===== src/include/ctr_port_pkg.sv =====
// Purpose: constants and types for the counter/timer host port
// Assumes: 16-bit board bus, byte offsets from the board base
// Notes: the counter chip's internal register contents are opaque here
package ctr_port_pkg;
  // ****************************************
  // Offsets and layout
  // ****************************************
  localparam logic [4:0] DATA_OFS = 5'h14;
  localparam logic [4:0] CMD_OFS = 5'h16;
  localparam int NUM_INT_REGS = 18;
  localparam int NUM_CTRS = 5;
  localparam int SEL_W = 5;
  localparam logic [7:0] CMD_UPPER = 8'hff;
  localparam int STAT_OUT_LSB = 1;
  localparam int STAT_TOGGLE_BIT = 0;
  localparam logic [SEL_W-1:0] SEL_RESET = 5'h00;
  localparam logic [15:0] WORD_RESET = 16'h0000;
  // Command codes 0x01..0x12 select internal register (code-1)
  localparam logic [7:0] SEL_CODE_FIRST = 8'h01;
  localparam logic [7:0] SEL_CODE_LAST = 8'h12;

  typedef struct packed {
    logic rd;
    logic wr;
    logic [4:0] addr;
    logic [15:0] wdata;
  } bus_req_t;
endpackage


===== src/logic/counter_timer_host_port.sv =====
// Purpose: host register window into the counter/timer chip
// Assumes: host keeps rd and wr one cycle each, never together
// Notes: counter outputs come from pins and are synchronised
module counter_timer_host_port (
  input wire logic MCLK_IN,
  input wire logic RST_IN,
  input wire ctr_port_pkg::bus_req_t BUS_IN,
  input wire logic [4:0] CTR_OUT_IN,
  input wire logic BYTE_ORDER_TOGGLE_IN,
  output logic [15:0] RDATA_OUT,
  output logic RVALID_OUT,
  output logic [4:0] SEL_OUT
);
  import ctr_port_pkg::*;

  // ****************************************
  // Pin synchronisers
  // ****************************************
  logic [5:0] s1_q, s2_q, s3_q, lvl_q;
  logic [5:0] lvl_d;
  logic [5:0] pin_raw;
  assign pin_raw = {CTR_OUT_IN, BYTE_ORDER_TOGGLE_IN};
  always_comb begin
    // A change counts once two stages agree, filtering single glitches
    for (int i = 0; i < 6; i++) begin
      lvl_d[i] = (s2_q[i] == s3_q[i]) ? s3_q[i] : lvl_q[i];
    end
  end
  always_ff @(posedge MCLK_IN) begin
    if (RST_IN) begin
      s1_q <= 6'h00;
      s2_q <= 6'h00;
      s3_q <= 6'h00;
      lvl_q <= 6'h00;
    end else begin
      s1_q <= pin_raw;
      s2_q <= s1_q;
      s3_q <= s2_q;
      lvl_q <= lvl_d;
    end
  end

  // ****************************************
  // Decode, selection and read data
  // ****************************************
  logic data_wr, data_rd, cmd_wr, stat_rd, sel_cmd;
  logic [SEL_W-1:0] sel_q, sel_d;
  logic [15:0] rdata_q, rdata_d;
  logic rvalid_q, rvalid_d;
  logic [15:0] int_rdata;
  logic [15:0] status_word;

  always_comb begin
    data_wr = 1'b0;
    data_rd = 1'b0;
    cmd_wr = 1'b0;
    stat_rd = 1'b0;
    if (BUS_IN.addr == DATA_OFS) begin
      data_wr = BUS_IN.wr;
      data_rd = BUS_IN.rd;
    end else if (BUS_IN.addr == CMD_OFS) begin
      cmd_wr = BUS_IN.wr;
      stat_rd = BUS_IN.rd;
    end
  end

  // Only well-formed commands that name a register move the selection
  assign sel_cmd = cmd_wr && BUS_IN.wdata[15:8] == CMD_UPPER
    && BUS_IN.wdata[7:0] >= SEL_CODE_FIRST
    && BUS_IN.wdata[7:0] <= SEL_CODE_LAST;

  // Undefined upper bits read zero so polling software sees a fixed value
  always_comb begin
    status_word = WORD_RESET;
    status_word[STAT_TOGGLE_BIT] = lvl_q[0];
    status_word[STAT_OUT_LSB +: NUM_CTRS] = lvl_q[5:1];
  end

  always_comb begin
    sel_d = sel_q;
    if (sel_cmd) begin
      sel_d = SEL_W'(BUS_IN.wdata[7:0] - SEL_CODE_FIRST);
    end
    rvalid_d = data_rd | stat_rd;
    rdata_d = WORD_RESET;
    if (data_rd) begin
      rdata_d = int_rdata;
    end else if (stat_rd) begin
      rdata_d = status_word;
    end
  end

  always_ff @(posedge MCLK_IN) begin
    if (RST_IN) begin
      sel_q <= SEL_RESET;
      rdata_q <= WORD_RESET;
      rvalid_q <= 1'b0;
    end else begin
      sel_q <= sel_d;
      rdata_q <= rdata_d;
      rvalid_q <= rvalid_d;
    end
  end

  ctr_regfile #(.DEPTH(NUM_INT_REGS), .AW(SEL_W)) u_regs (
    .clk_in(MCLK_IN),
    .rst_in(RST_IN),
    .wr_in(data_wr),
    .sel_in(sel_q),
    .wdata_in(BUS_IN.wdata),
    .rdata_out(int_rdata)
  );

  assign RDATA_OUT = rdata_q;
  assign RVALID_OUT = rvalid_q;
  assign SEL_OUT = sel_q;
endmodule


===== src/logic/ctr_regfile.sv =====
// Purpose: internal register file of the counter chip
// Assumes: selection index already range checked
// Notes: contents are plain storage; counting lives elsewhere
module ctr_regfile #(
  parameter int DEPTH = 18,
  parameter int AW = 5
) (
  input wire logic clk_in,
  input wire logic rst_in,
  input wire logic wr_in,
  input wire logic [AW-1:0] sel_in,
  input wire logic [15:0] wdata_in,
  output logic [15:0] rdata_out
);
  import ctr_port_pkg::*;
  logic [15:0] mem_q [DEPTH];
  logic [15:0] mem_d [DEPTH];

  always_comb begin
    for (int i = 0; i < DEPTH; i++) begin
      mem_d[i] = mem_q[i];
    end
    if (wr_in) begin
      mem_d[sel_in] = wdata_in;
    end
  end

  always_ff @(posedge clk_in) begin
    for (int i = 0; i < DEPTH; i++) begin
      mem_q[i] <= rst_in ? WORD_RESET : mem_d[i];
    end
  end

  assign rdata_out = mem_q[sel_in];
endmodule


===== config.mk =====
export PLATFORM = sky130hd
export DESIGN_NAME = counter_timer_host_port
export DESIGN_NICKNAME = d
export VERILOG_FILES = /design/src/include/ctr_port_pkg.sv /design/src/logic/counter_timer_host_port.sv /design/src/logic/ctr_regfile.sv
export SDC_FILE = /design/constraint.sdc
export NUM_CORES = 1
export LEC_CHECK = 0
export BUFFER_PORTS_ARGS = -buffer_cell sky130_fd_sc_hd__buf_4
export CAP_MARGIN = 20
export CORE_ASPECT_RATIO = 1.5
export CORE_MARGIN = 2
export CORE_UTILIZATION = 62
export DETAILED_ROUTE_END_ITERATION = 6
export PLACE_DENSITY = 0.81
export REMOVE_ABC_BUFFERS = 1
export SYNTH_ARGS = -nofsm -noshare
export SYNTH_HDL_FRONTEND = slang
export SYNTH_SLANG_ARGS = --single-unit

===== constraint.sdc =====
create_clock -name MCLK_IN -period 2.4 [get_ports MCLK_IN]
set_input_delay 0.24 -clock MCLK_IN [delete_from_list [all_inputs] [get_ports MCLK_IN]]
set_output_delay 0.24 -clock MCLK_IN [all_outputs]
set_load 0.02 [all_outputs]

* Word level (Yosys, flattened, before mapping) *
Memories as Yosys holds them, arrays and structs flattened. A register that Yosys moved wholly into a read port is not among the register bits.
Index checks and enable logic that the tools add are counted.

operators by class
  add/subtract/negate cells = 1
  $lt $le $gt $ge = 4
  eq/ne operators = 9
  mux-type cells = 32
  bitwise logic cells = 2
  reduce and logical (&&, ||, !) cells = 4

operators with widths
  cell                   count
  $mux W16               20
  $bwmux W288            1
  $mux W288              1
  $demux W16 S5          1
  $eq A5 B5 Y1 const B   2
  $mux W5                2
  $eq A8 B8 Y1 const B   1
  $ge A8 B1 Y1 const B   1
  $le A8 B5 Y1 const B   1
  $eq A1 B1 Y1           6
  $ge A6 B6 Y1 const B   1
  $lt A6 B1 Y1 const B   1
  $mux W1                6
  $mux W6                1
  $not A5 Y6             1
  $sub A5 B1 Y5 const B  1
  $logic_and A1 B1 Y1    4
  $or A1 B1 Y1           1

storage, ports and cells
  register bits after elaboration = 46
  RAM bits = 288
  input bits = 31
  word-level logic and storage cells = 65
  memories kept = 1

memories
  memory        words  bits a word  rd ports  clocked after Yosys merged registers in  wr ports  RTL line           RTL
  u_regs.mem_q  18     16           19        1                                        18        ctr_regfile.sv:16  logic [15:0] mem_q [DEPTH];

* Longest topological paths before layout *
Gate-level depths: netlist (run 1).

  depth in word-level cells = 8
  mapped depth = 8
  gate-level depth less buffers = 7

* Hierarchy *
From an unflattened synthesis (run 1), not the netlist that was laid out.

second synthesis, totals
  cell total of the unflattened synthesis = 1577
  area, all modules = 14425.1 um^2

modules (own cells, without submodules)
  module                   instances  cells each  area an instance (um^2)
  ctr_regfile              1          1430        12858.6
  counter_timer_host_port  1          147         1566.5

* Worst setup path after synthesis (run 1) *
OpenSTA, ideal clock, no wires.

  path type = input to register
  from = input BUS_IN[0] (netlist bit)
  to = register with a tool-made name
  setup time = 128 ps
  data arrival time = 1890 ps
  setup slack = 383 ps
  stages on the path = 8
  cells stage by stage = clkbuf_1 inv_1 ha_1 or3b_2 nor3_1 a2111oi_4 mux2i_1 nor2_1

RTL lines
  item                RTL line                      RTL
  start: declaration  counter_timer_host_port.sv:7  input wire ctr_port_pkg::bus_req_t BUS_IN,

==> results of run 1 <==
## placed cells by master (no fill, tap or decap), drive strengths merged, types with 4 or more instances in the layout
master / n
dfxtp: 339
mux2i: 185
nand2: 183
a21oi: 175
nor2: 151
nand3: 148
buf: 134
mux4: 55
clkbuf: 41
o21ai: 29
nor2b: 25
nor3: 16
o22ai: 10
dlygate4sd3: 7
inv: 7
clkinv: 6
a31oi: 5
a22o: 5
bufinv: 5
nor4: 4
a211o: 4
a32oi: 4
a22oi: 4
## layout make-up
cell class	instances	area share
Clock buffer	41	0.0535
Inverter	6	0.00136
Multi-Input combinational cell	1031	0.427
Tap cell	315	0.0239
Timing Repair Buffer	141	0.0710
Clock inverter	13	0.0119
Sequential cell	339	0.412
## through the flow
step           power [mW]  std cells  TNS [ps]  hold slack [ps]  area, um2
6_report             11.2       1886         0             16.8      16500
4_1_cts              11.2       1886         0             9.83      16500
5_1_grt              11.5       1886         0             48.3      16500
3_3_place_gp         6.06       1825         0              419      15400
3_5_place_dp         6.06       1825         0              427      15400
2_1_floorplan        5.82       1376   -220640              309      13800
## registers in the layout, summed over array words and instances, names as in the netlist, named ones only
name	count
SEL_OUT	5
s1_q	6
RVALID_OUT	1
s3_q	6
lvl_q	6
RDATA_OUT	16
s2_q	6
u_regs.mem_q	288
## routing by layer
layer	wire length, um	up-vias
met5	0	-
met4	2820	0
met1	14500	5719
li1	-	5364
met3	2960	180
met2	19900	638
## where the power goes
part           internal [mW]  leakage, nW  switching [mW]
clock network           3.10        0.535            2.12
registers               5.64         2.73         0.00611
logic                 0.0867         2.57           0.223
## cell families after synthesis
family,count (synthesis)
buf+inv,161
flops,339
mux,241
compound gates,239
xor+xnor,3
simple gates,545
fa+ha+maj,3
## worst reg2reg max path, cell delays in order (launching register included)
cell	delay, ps
dfxtp_2	510
mux4_2	550
mux2_2	270
a2111oi_0	580
nor3_1	110
## final timing paths
path         startpoint           end  slack [ps]  depth (start not counted)
max            register  RDATA_OUT[2]         240                          4
min          BUS_IN[22]    RVALID_OUT          20                          3
min reg2reg     s1_q[2]       s2_q[2]         440                          1
max reg2reg    register  RDATA_OUT[2]         240                          4
==> out/qor.csv, run 1 <==
stage,metric,value,unit
setup_path,path_class,reg -> reg,
worst_hold_path,hold_path_class,in -> reg,
synthesis,yosysWarnings,0,
setup_path,worstSetupStartpointType,register,
global_routing,grt_use_met3,0.0468,
setup_path,critical_path.top_delay_family,multiplexers,
outcome,status,"complete, but fails checks",
global_routing,grt_overflow_total,0,
route,dr.pass1.iters,7,
power,power_per_cell_area,677,mW/mm2
layout,areaGrowthSynthToFinish,13.0,%
synthesis,async_reset_ff_frac,0,
layout,fillers,1663,
synthesis,synth_area,0.0146,mm2
layout,drive_gt1_frac,0.169,
route,vias,11901,
global_routing,grt_busiest_layer,met2,
route,wl,40200,um
power,ir_drop,0.000583,V
global_routing,grtUsageMet2,0.556,
route,postRouteAntennaNets,0,
clock_tree,clockRootBuffer,clkbuf_16,
floorplanning,rows,68,
setup_path,slowest_delay,580,ps
layout,antennaDiodeCount,0,
floorplanning,die_h,192,um
setup_path,crit_required,2830,ps
setup_path,cp_slowest_cell,a2111oi_0,
placed_design,io_buffer_count,52,
layout,multi_input_area,0.00704,mm2
global_routing,antenna_found_initial,0,
placed_design,gp_congestion,0.886,
layout,nNetsFinal,1583,
timing,rsz0062_at_grt,false,
setup_path,critPathArrivalTime,2590,ps
timing,layout_setup_ws,238,ps
clock_tree,h-tree-depth,1,
global_routing,grt_pass1_wl,63300,um
clock_tree,post_cts_resized,0,
synthesis,synth.area.top_cells,"dfxtp_1 (46%), mux2i_1 (13%), mux4_2 (8.5%)",
synthesis,synthAdderAreaFrac,0.00257,
synthesis,synth_common_cells,"dfxtp_1 (339), mux2i_1 (185), nand2_1 (183)",
timing,skew,9.83,ps
synthesis,synthMuxAreaShare,0.212,
clock_tree,ctsHoldBuffers,7,
clock_tree,cts_tree,done,
synthesis,synth_edf_count,0,
global_routing,grt_pass1_vias,11965,
route,viasPerCell,6.31,
job,max_cap_violations,0,
clock_tree,path_clk_slew,70,ps
power,p_leak,5.84,nW
timing,fin_crit_sh,0.901,
clock_tree,cts_sinks,339,
synthesis,synth-xor-area-share,0.00180,
timing,worstMarginPinSlew,1070,ps
synthesis,synthFlopType,dfxtp_1,
floorplanning,pin_count,53,
timing,period_minus_slack,2160,ps
clock_tree,postCtsSetupRepairBufs,0,
floorplanning,die_area,0.0248,mm2
synthesis,ys_types,47,
synthesis,yosysSeqAreaShare,0.465,
placed_design,hpwl,25800,um
setup_path,end_kind,register,
synthesis,synth_compound_area_frac,0.0893,
synthesis,yosysTopAreaCell,dfxtp_1,
timing,hold_viol,0,
synthesis,synth-simple-area-share,0.175,
floorplanning,initial_core_util,0.633,
synthesis,synth_area_per_cell,9.54,um2
global_routing,track_usage,0.327,
placed_design,pre_cts_slack,201,ps
route,drc,1,
synthesis,synth_top_family_by_area,multiplexers,
setup_path,cp_cell_sequence,mux4_2 -> mux2_2 -> a2111oi_0 -> nor3_1,
timing,setup_violations,0,
synthesis,syn_inst,1531,
timing,drv_slew,0,
clock_tree,cts_buffers,30,
synthesis,synth_most_common_cell,dfxtp_1,
global_routing,grt_max_degree,213,
outcome,violations,design-rule violations,
timing,timing.fmax,0.462,GHz
floorplanning,coreArea,0.0231,mm2
floorplanning,die_w,129,um
route,avgRoutedWirePerCell,21.3,um
setup_path,cp_num_buf_inv,0,
global_routing,grt.met1_usage,0.378,
layout,utilization,0.716,
synthesis,synth_seq_cells,339,
route,drt_iter0_drc,1139,
synthesis,synth_top_area_share,0.465,
timing,relSlewSlack,0.287,
clock_tree,clk_latency,560,ps
clock_tree,cts.path.max_buffers,3,
setup_path,cp_max_fo,8,
layout,seq_area,0.00680,mm2
Note: power is estimated with default switching activity, not from simulation.
==> run 2, diff against run 1 <==
ABC_AREA = 1   (was unset)
==> run 2 against run 1 <==
Against the previous run:
- the run now ends clean
- maximum frequency grew 7.4%
- clock power shrank 0.8%
- total power grew 0.65%
- count of clock-buffer cells in the layout shrank 1
- register-to-register slack gained 150 ps
- highest routed layer is now met5
- critical path type unchanged
- largest cell class unchanged
- flip-flop and latch count is the same
==> out/qor.csv, run 2 <==
stage,metric,value,unit,change
synthesis,yosysSeqAreaShare,0.449,,was 0.465
timing,skew,18.1,ps,was 9.83 ps
clock_tree,clk_latency,570,ps,was 560 ps
synthesis,synth_most_common_cell,nor2_1,,was dfxtp_1
setup_path,end_kind,register,,unchanged
layout,final_cell_mix,"nor2_1 (637), nand2_1 (395), dfxtp_1 (337), o21ai_0 (294), nand3_1 (187)",,"was dfxtp_1 (335), mux2i_1 (185), nand2_1 (183), a21oi_1 (175), nor2_1 (151)"
route,avgRoutedWirePerCell,16.9,um,was 21.3 um
timing,fin_crit_sh,0.839,,was 0.901
worst_hold_path,hold_path_class,in -> reg,,unchanged
setup_path,reg2reg_depth,5,,was 4
synthesis,synth_common_cells,"nor2_1 (637), nand2_1 (395), dfxtp_1 (339)",,"was dfxtp_1 (339), mux2i_1 (185), nand2_1 (183)"
synthesis,yosysTopAreaCell,dfxtp_1,,unchanged
route,viasPerCell,5.60,,was 6.31
layout,nNetsFinal,2256,,was 1583
placed_design,gp_congestion,1.07,,was 0.886
route,postRouteAntennaNets,0,,unchanged
floorplanning,die_h,195,um,was 192 um
timing,setup_violations,0,,unchanged
setup_path,crit_required,2850,ps,was 2830 ps
setup_path,cp_cell_sequence,inv_1 -> nor2_1 -> nand2_1 -> o21ai_0 -> nor2_1,,was mux4_2 -> mux2_2 -> a2111oi_0 -> nor3_1
route,drt_iter0_drc,1596,,was 1139
clock_tree,h-tree-depth,1,,unchanged
worst_hold_path,holdPathStages,6,,was 3
placed_design,io_buffer_count,52,,unchanged
layout,top_register,u_regs.mem_q,,unchanged
layout,drive_gt1_frac,0.0775,,was 0.169
setup_path,critPathArrivalTime,2470,ps,was 2590 ps
floorplanning,die_w,131,um,was 129 um
timing,whs,86.8,ps,was 16.8 ps
synthesis,synthFlopType,dfxtp_1,,unchanged
synthesis,synth_edf_count,0,,unchanged
job,max_cap_violations,0,,unchanged
clock_tree,cts_sinks,339,,unchanged
synthesis,synth_area_per_cell,6.68,um2,was 9.54 um2
floorplanning,die_area,0.0257,mm2,was 0.0248 mm2
clock_tree,cts_tree,done,,unchanged
placed_design,hpwl,26400,um,was 25800 um
route,drc,0,,was 1
synthesis,synth_seq_cells,339,,unchanged
timing,drv_slew,0,,unchanged
timing,relSlewSlack,0.544,,was 0.287
clock_tree,clockRootBuffer,clkbuf_16,,unchanged
route,wl,43500,um,was 40200 um
global_routing,grtUsageMet2,0.570,,was 0.556
clock_tree,cts.path.max_buffers,3,,unchanged
setup_path,slowest_delay,600,ps,was 580 ps
layout,fillers,2087,,was 1663
timing,hold_viol,0,,unchanged
global_routing,grt_use_met3,0.0418,,was 0.0468
setup_path,cp_slowest_cell,dfxtp_1,,was a2111oi_0
timing,period_minus_slack,2010,ps,was 2160 ps
setup_path,r2r_start,SEL_OUT[1],,
synthesis,yosysWarnings,0,,unchanged
synthesis,synth_area,0.0151,mm2,was 0.0146 mm2
outcome,status,"complete, no violations",,"was complete, but fails checks"
layout,largest_reg_flops,288,,unchanged
synthesis,ys_types,30,,was 47
clock_tree,path_clk_slew,70,ps,about the same
global_routing,antenna_found_initial,1,,was 0
global_routing,grt_max_degree,89,,was 213
power,ir_drop,0.000618,V,was 0.000583 V
global_routing,grt_pass1_vias,13477,,was 11965
route,dr.pass1.iters,6,,was 7
global_routing,track_usage,0.333,,was 0.327
layout,areaGrowthSynthToFinish,10.4,%,was 13.0%
global_routing,grt_overflow_total,0,,unchanged
floorplanning,rows,70,,was 68
power,power,11.3,mW,was 11.2 mW
clock_tree,post_cts_resized,0,,unchanged
timing,worstMarginPinSlew,683,ps,was 1070 ps
worst_hold_path,hold_end,RDATA_OUT[2],,was RVALID_OUT
global_routing,grt_pass1_wl,69400,um,was 63300 um
clock_tree,cts_buffers,30,,unchanged
setup_path,rrSetupSlack,390,ps,was 240 ps
worst_hold_path,worstHoldStart,BUS_IN[16],,was BUS_IN[22]
setup_path,cp_max_fo,16,,was 8
setup_path,critPathMostFrequentCell,nor2_1,,
synthesis,synth.area.top_cells,"dfxtp_1 (45%), nor2_1 (16%), nand2_1 (9.8%)",,"was dfxtp_1 (46%), mux2i_1 (13%), mux4_2 (8.5%)"
setup_path,timing.rr.end,u_regs.mem_q[14][8],,was RDATA_OUT[2]
floorplanning,initial_core_util,0.625,,was 0.633
timing,timing.fmax,0.496,GHz,was 0.462 GHz
layout,antennaDiodeCount,0,,unchanged
setup_path,path_class,reg -> reg,,unchanged
synthesis,synth_top_area_share,0.449,,was 0.465
global_routing,grt_busiest_layer,met2,,unchanged
synthesis,syn_inst,2264,,was 1531
route,vias,14374,,was 11901
floorplanning,coreArea,0.0242,mm2,was 0.0231 mm2
setup_path,worstSetupStartpointType,register,,unchanged
power,power_per_cell_area,674,mW/mm2,was 677 mW/mm2
floorplanning,pin_count,53,,unchanged
timing,rsz0062_at_grt,false,,unchanged
clock_tree,postCtsSetupRepairBufs,0,,unchanged
layout,final_common_cell,nor2_1,,was dfxtp_1
synthesis,async_reset_ff_frac,0,,unchanged
global_routing,grt.met1_usage,0.408,,was 0.378
power,p_leak,6.57,nW,was 5.84 nW
[run 2: cell count changes in the layout (fill, tap and decap cells not counted), moves of 52 or more]
cell / before / now
mux4_2: 55 / 0
a21oi_1: 175 / 72
o21ai_0: 29 / 294
inv_1: 4 / 114
nor2_1: 151 / 637
buf_4: 126 / 74
nand2_1: 183 / 395
mux2i_1: 185 / 0
[run 2: cell families after synthesis]
| family | Yosys count | synth area share |
|---|---|---|
| simple gates | 1249 | 0.341 |
| buf+inv | 295 | 0.0815 |
| flops | 339 | 0.449 |
| fa+ha+maj | 3 | 0.00248 |
| compound gates | 375 | 0.124 |
| xor+xnor | 3 | 0.00174 |
[run 2: worst max path at each step]
stage	endpoint	cells past startpoint	start
after floorplan	RDATA_OUT[10]	7	register
after global placement	u_regs.mem_q[16][1]	8	BUS_IN[16]
after detailed placement	u_regs.mem_q[17][14]	8	BUS_IN[16]
after CTS	u_regs.mem_q[14][8]	5	SEL_OUT[1]
after global routing	u_regs.mem_q[14][14]	5	SEL_OUT[1]
final	u_regs.mem_q[14][8]	5	SEL_OUT[1]
[run 2: area by class of cell]
type,instances,area (um2),area share
multi-input combinational,1630,7100,0.425
sequential,339,6790,0.407
timing repair buffer,95,861,0.0516
clock buffer,40,850,0.0509
inverter,126,480,0.0288
tap,324,405,0.0243
clock inverter,15,206,0.0124
[run 2: power breakdown]
| part | switching (mW) | total (mW) | internal [mW] | leakage, nW |
|---|---|---|---|---|
| registers | 0.00728 | 5.64 | 5.64 | 2.73 |
| clock network | 2.17 | 5.19 | 3.02 | 0.523 |
| logic | 0.291 | 0.413 | 0.122 | 3.31 |
[run 2: layer usage]
layer  wire length (um)  part of all wire
met5                 11           0.00025
met1              17000              0.39
met2              20900              0.48
met4               2190             0.050
met3               3440             0.079
[run 2: critical path, delay by kind of cell (launching register included)]
family	cells	cell delay, ps
flops	1	600
buf+inv	1	70
simple gates	3	860
compound gates	1	360
[run 2: through the flow]
| stage | std cells | cell area [um2] | util | worst slack [ps] | setup TNS (ps) |
|---|---|---|---|---|---|
| 2_1_floorplan | 2095 | 14400 | - | -3850 | -336470 |
| 3_3_place_gp | 2503 | 15500 | 0.642 | 333 | 0 |
| 3_5_place_dp | 2503 | 15500 | 0.642 | 255 | 0 |
| 4_1_cts | 2568 | 16700 | 0.690 | 417 | 0 |
| 5_1_grt | 2569 | 16700 | 0.691 | 250 | 0 |
| 6_report | 2569 | 16700 | 0.691 | 386 | 0 |
[run 2: timing repair]
action                     CTS  global route
hold buffers                10             0
setup endpoints to repair    0             0
hold endpoints to repair     9             0
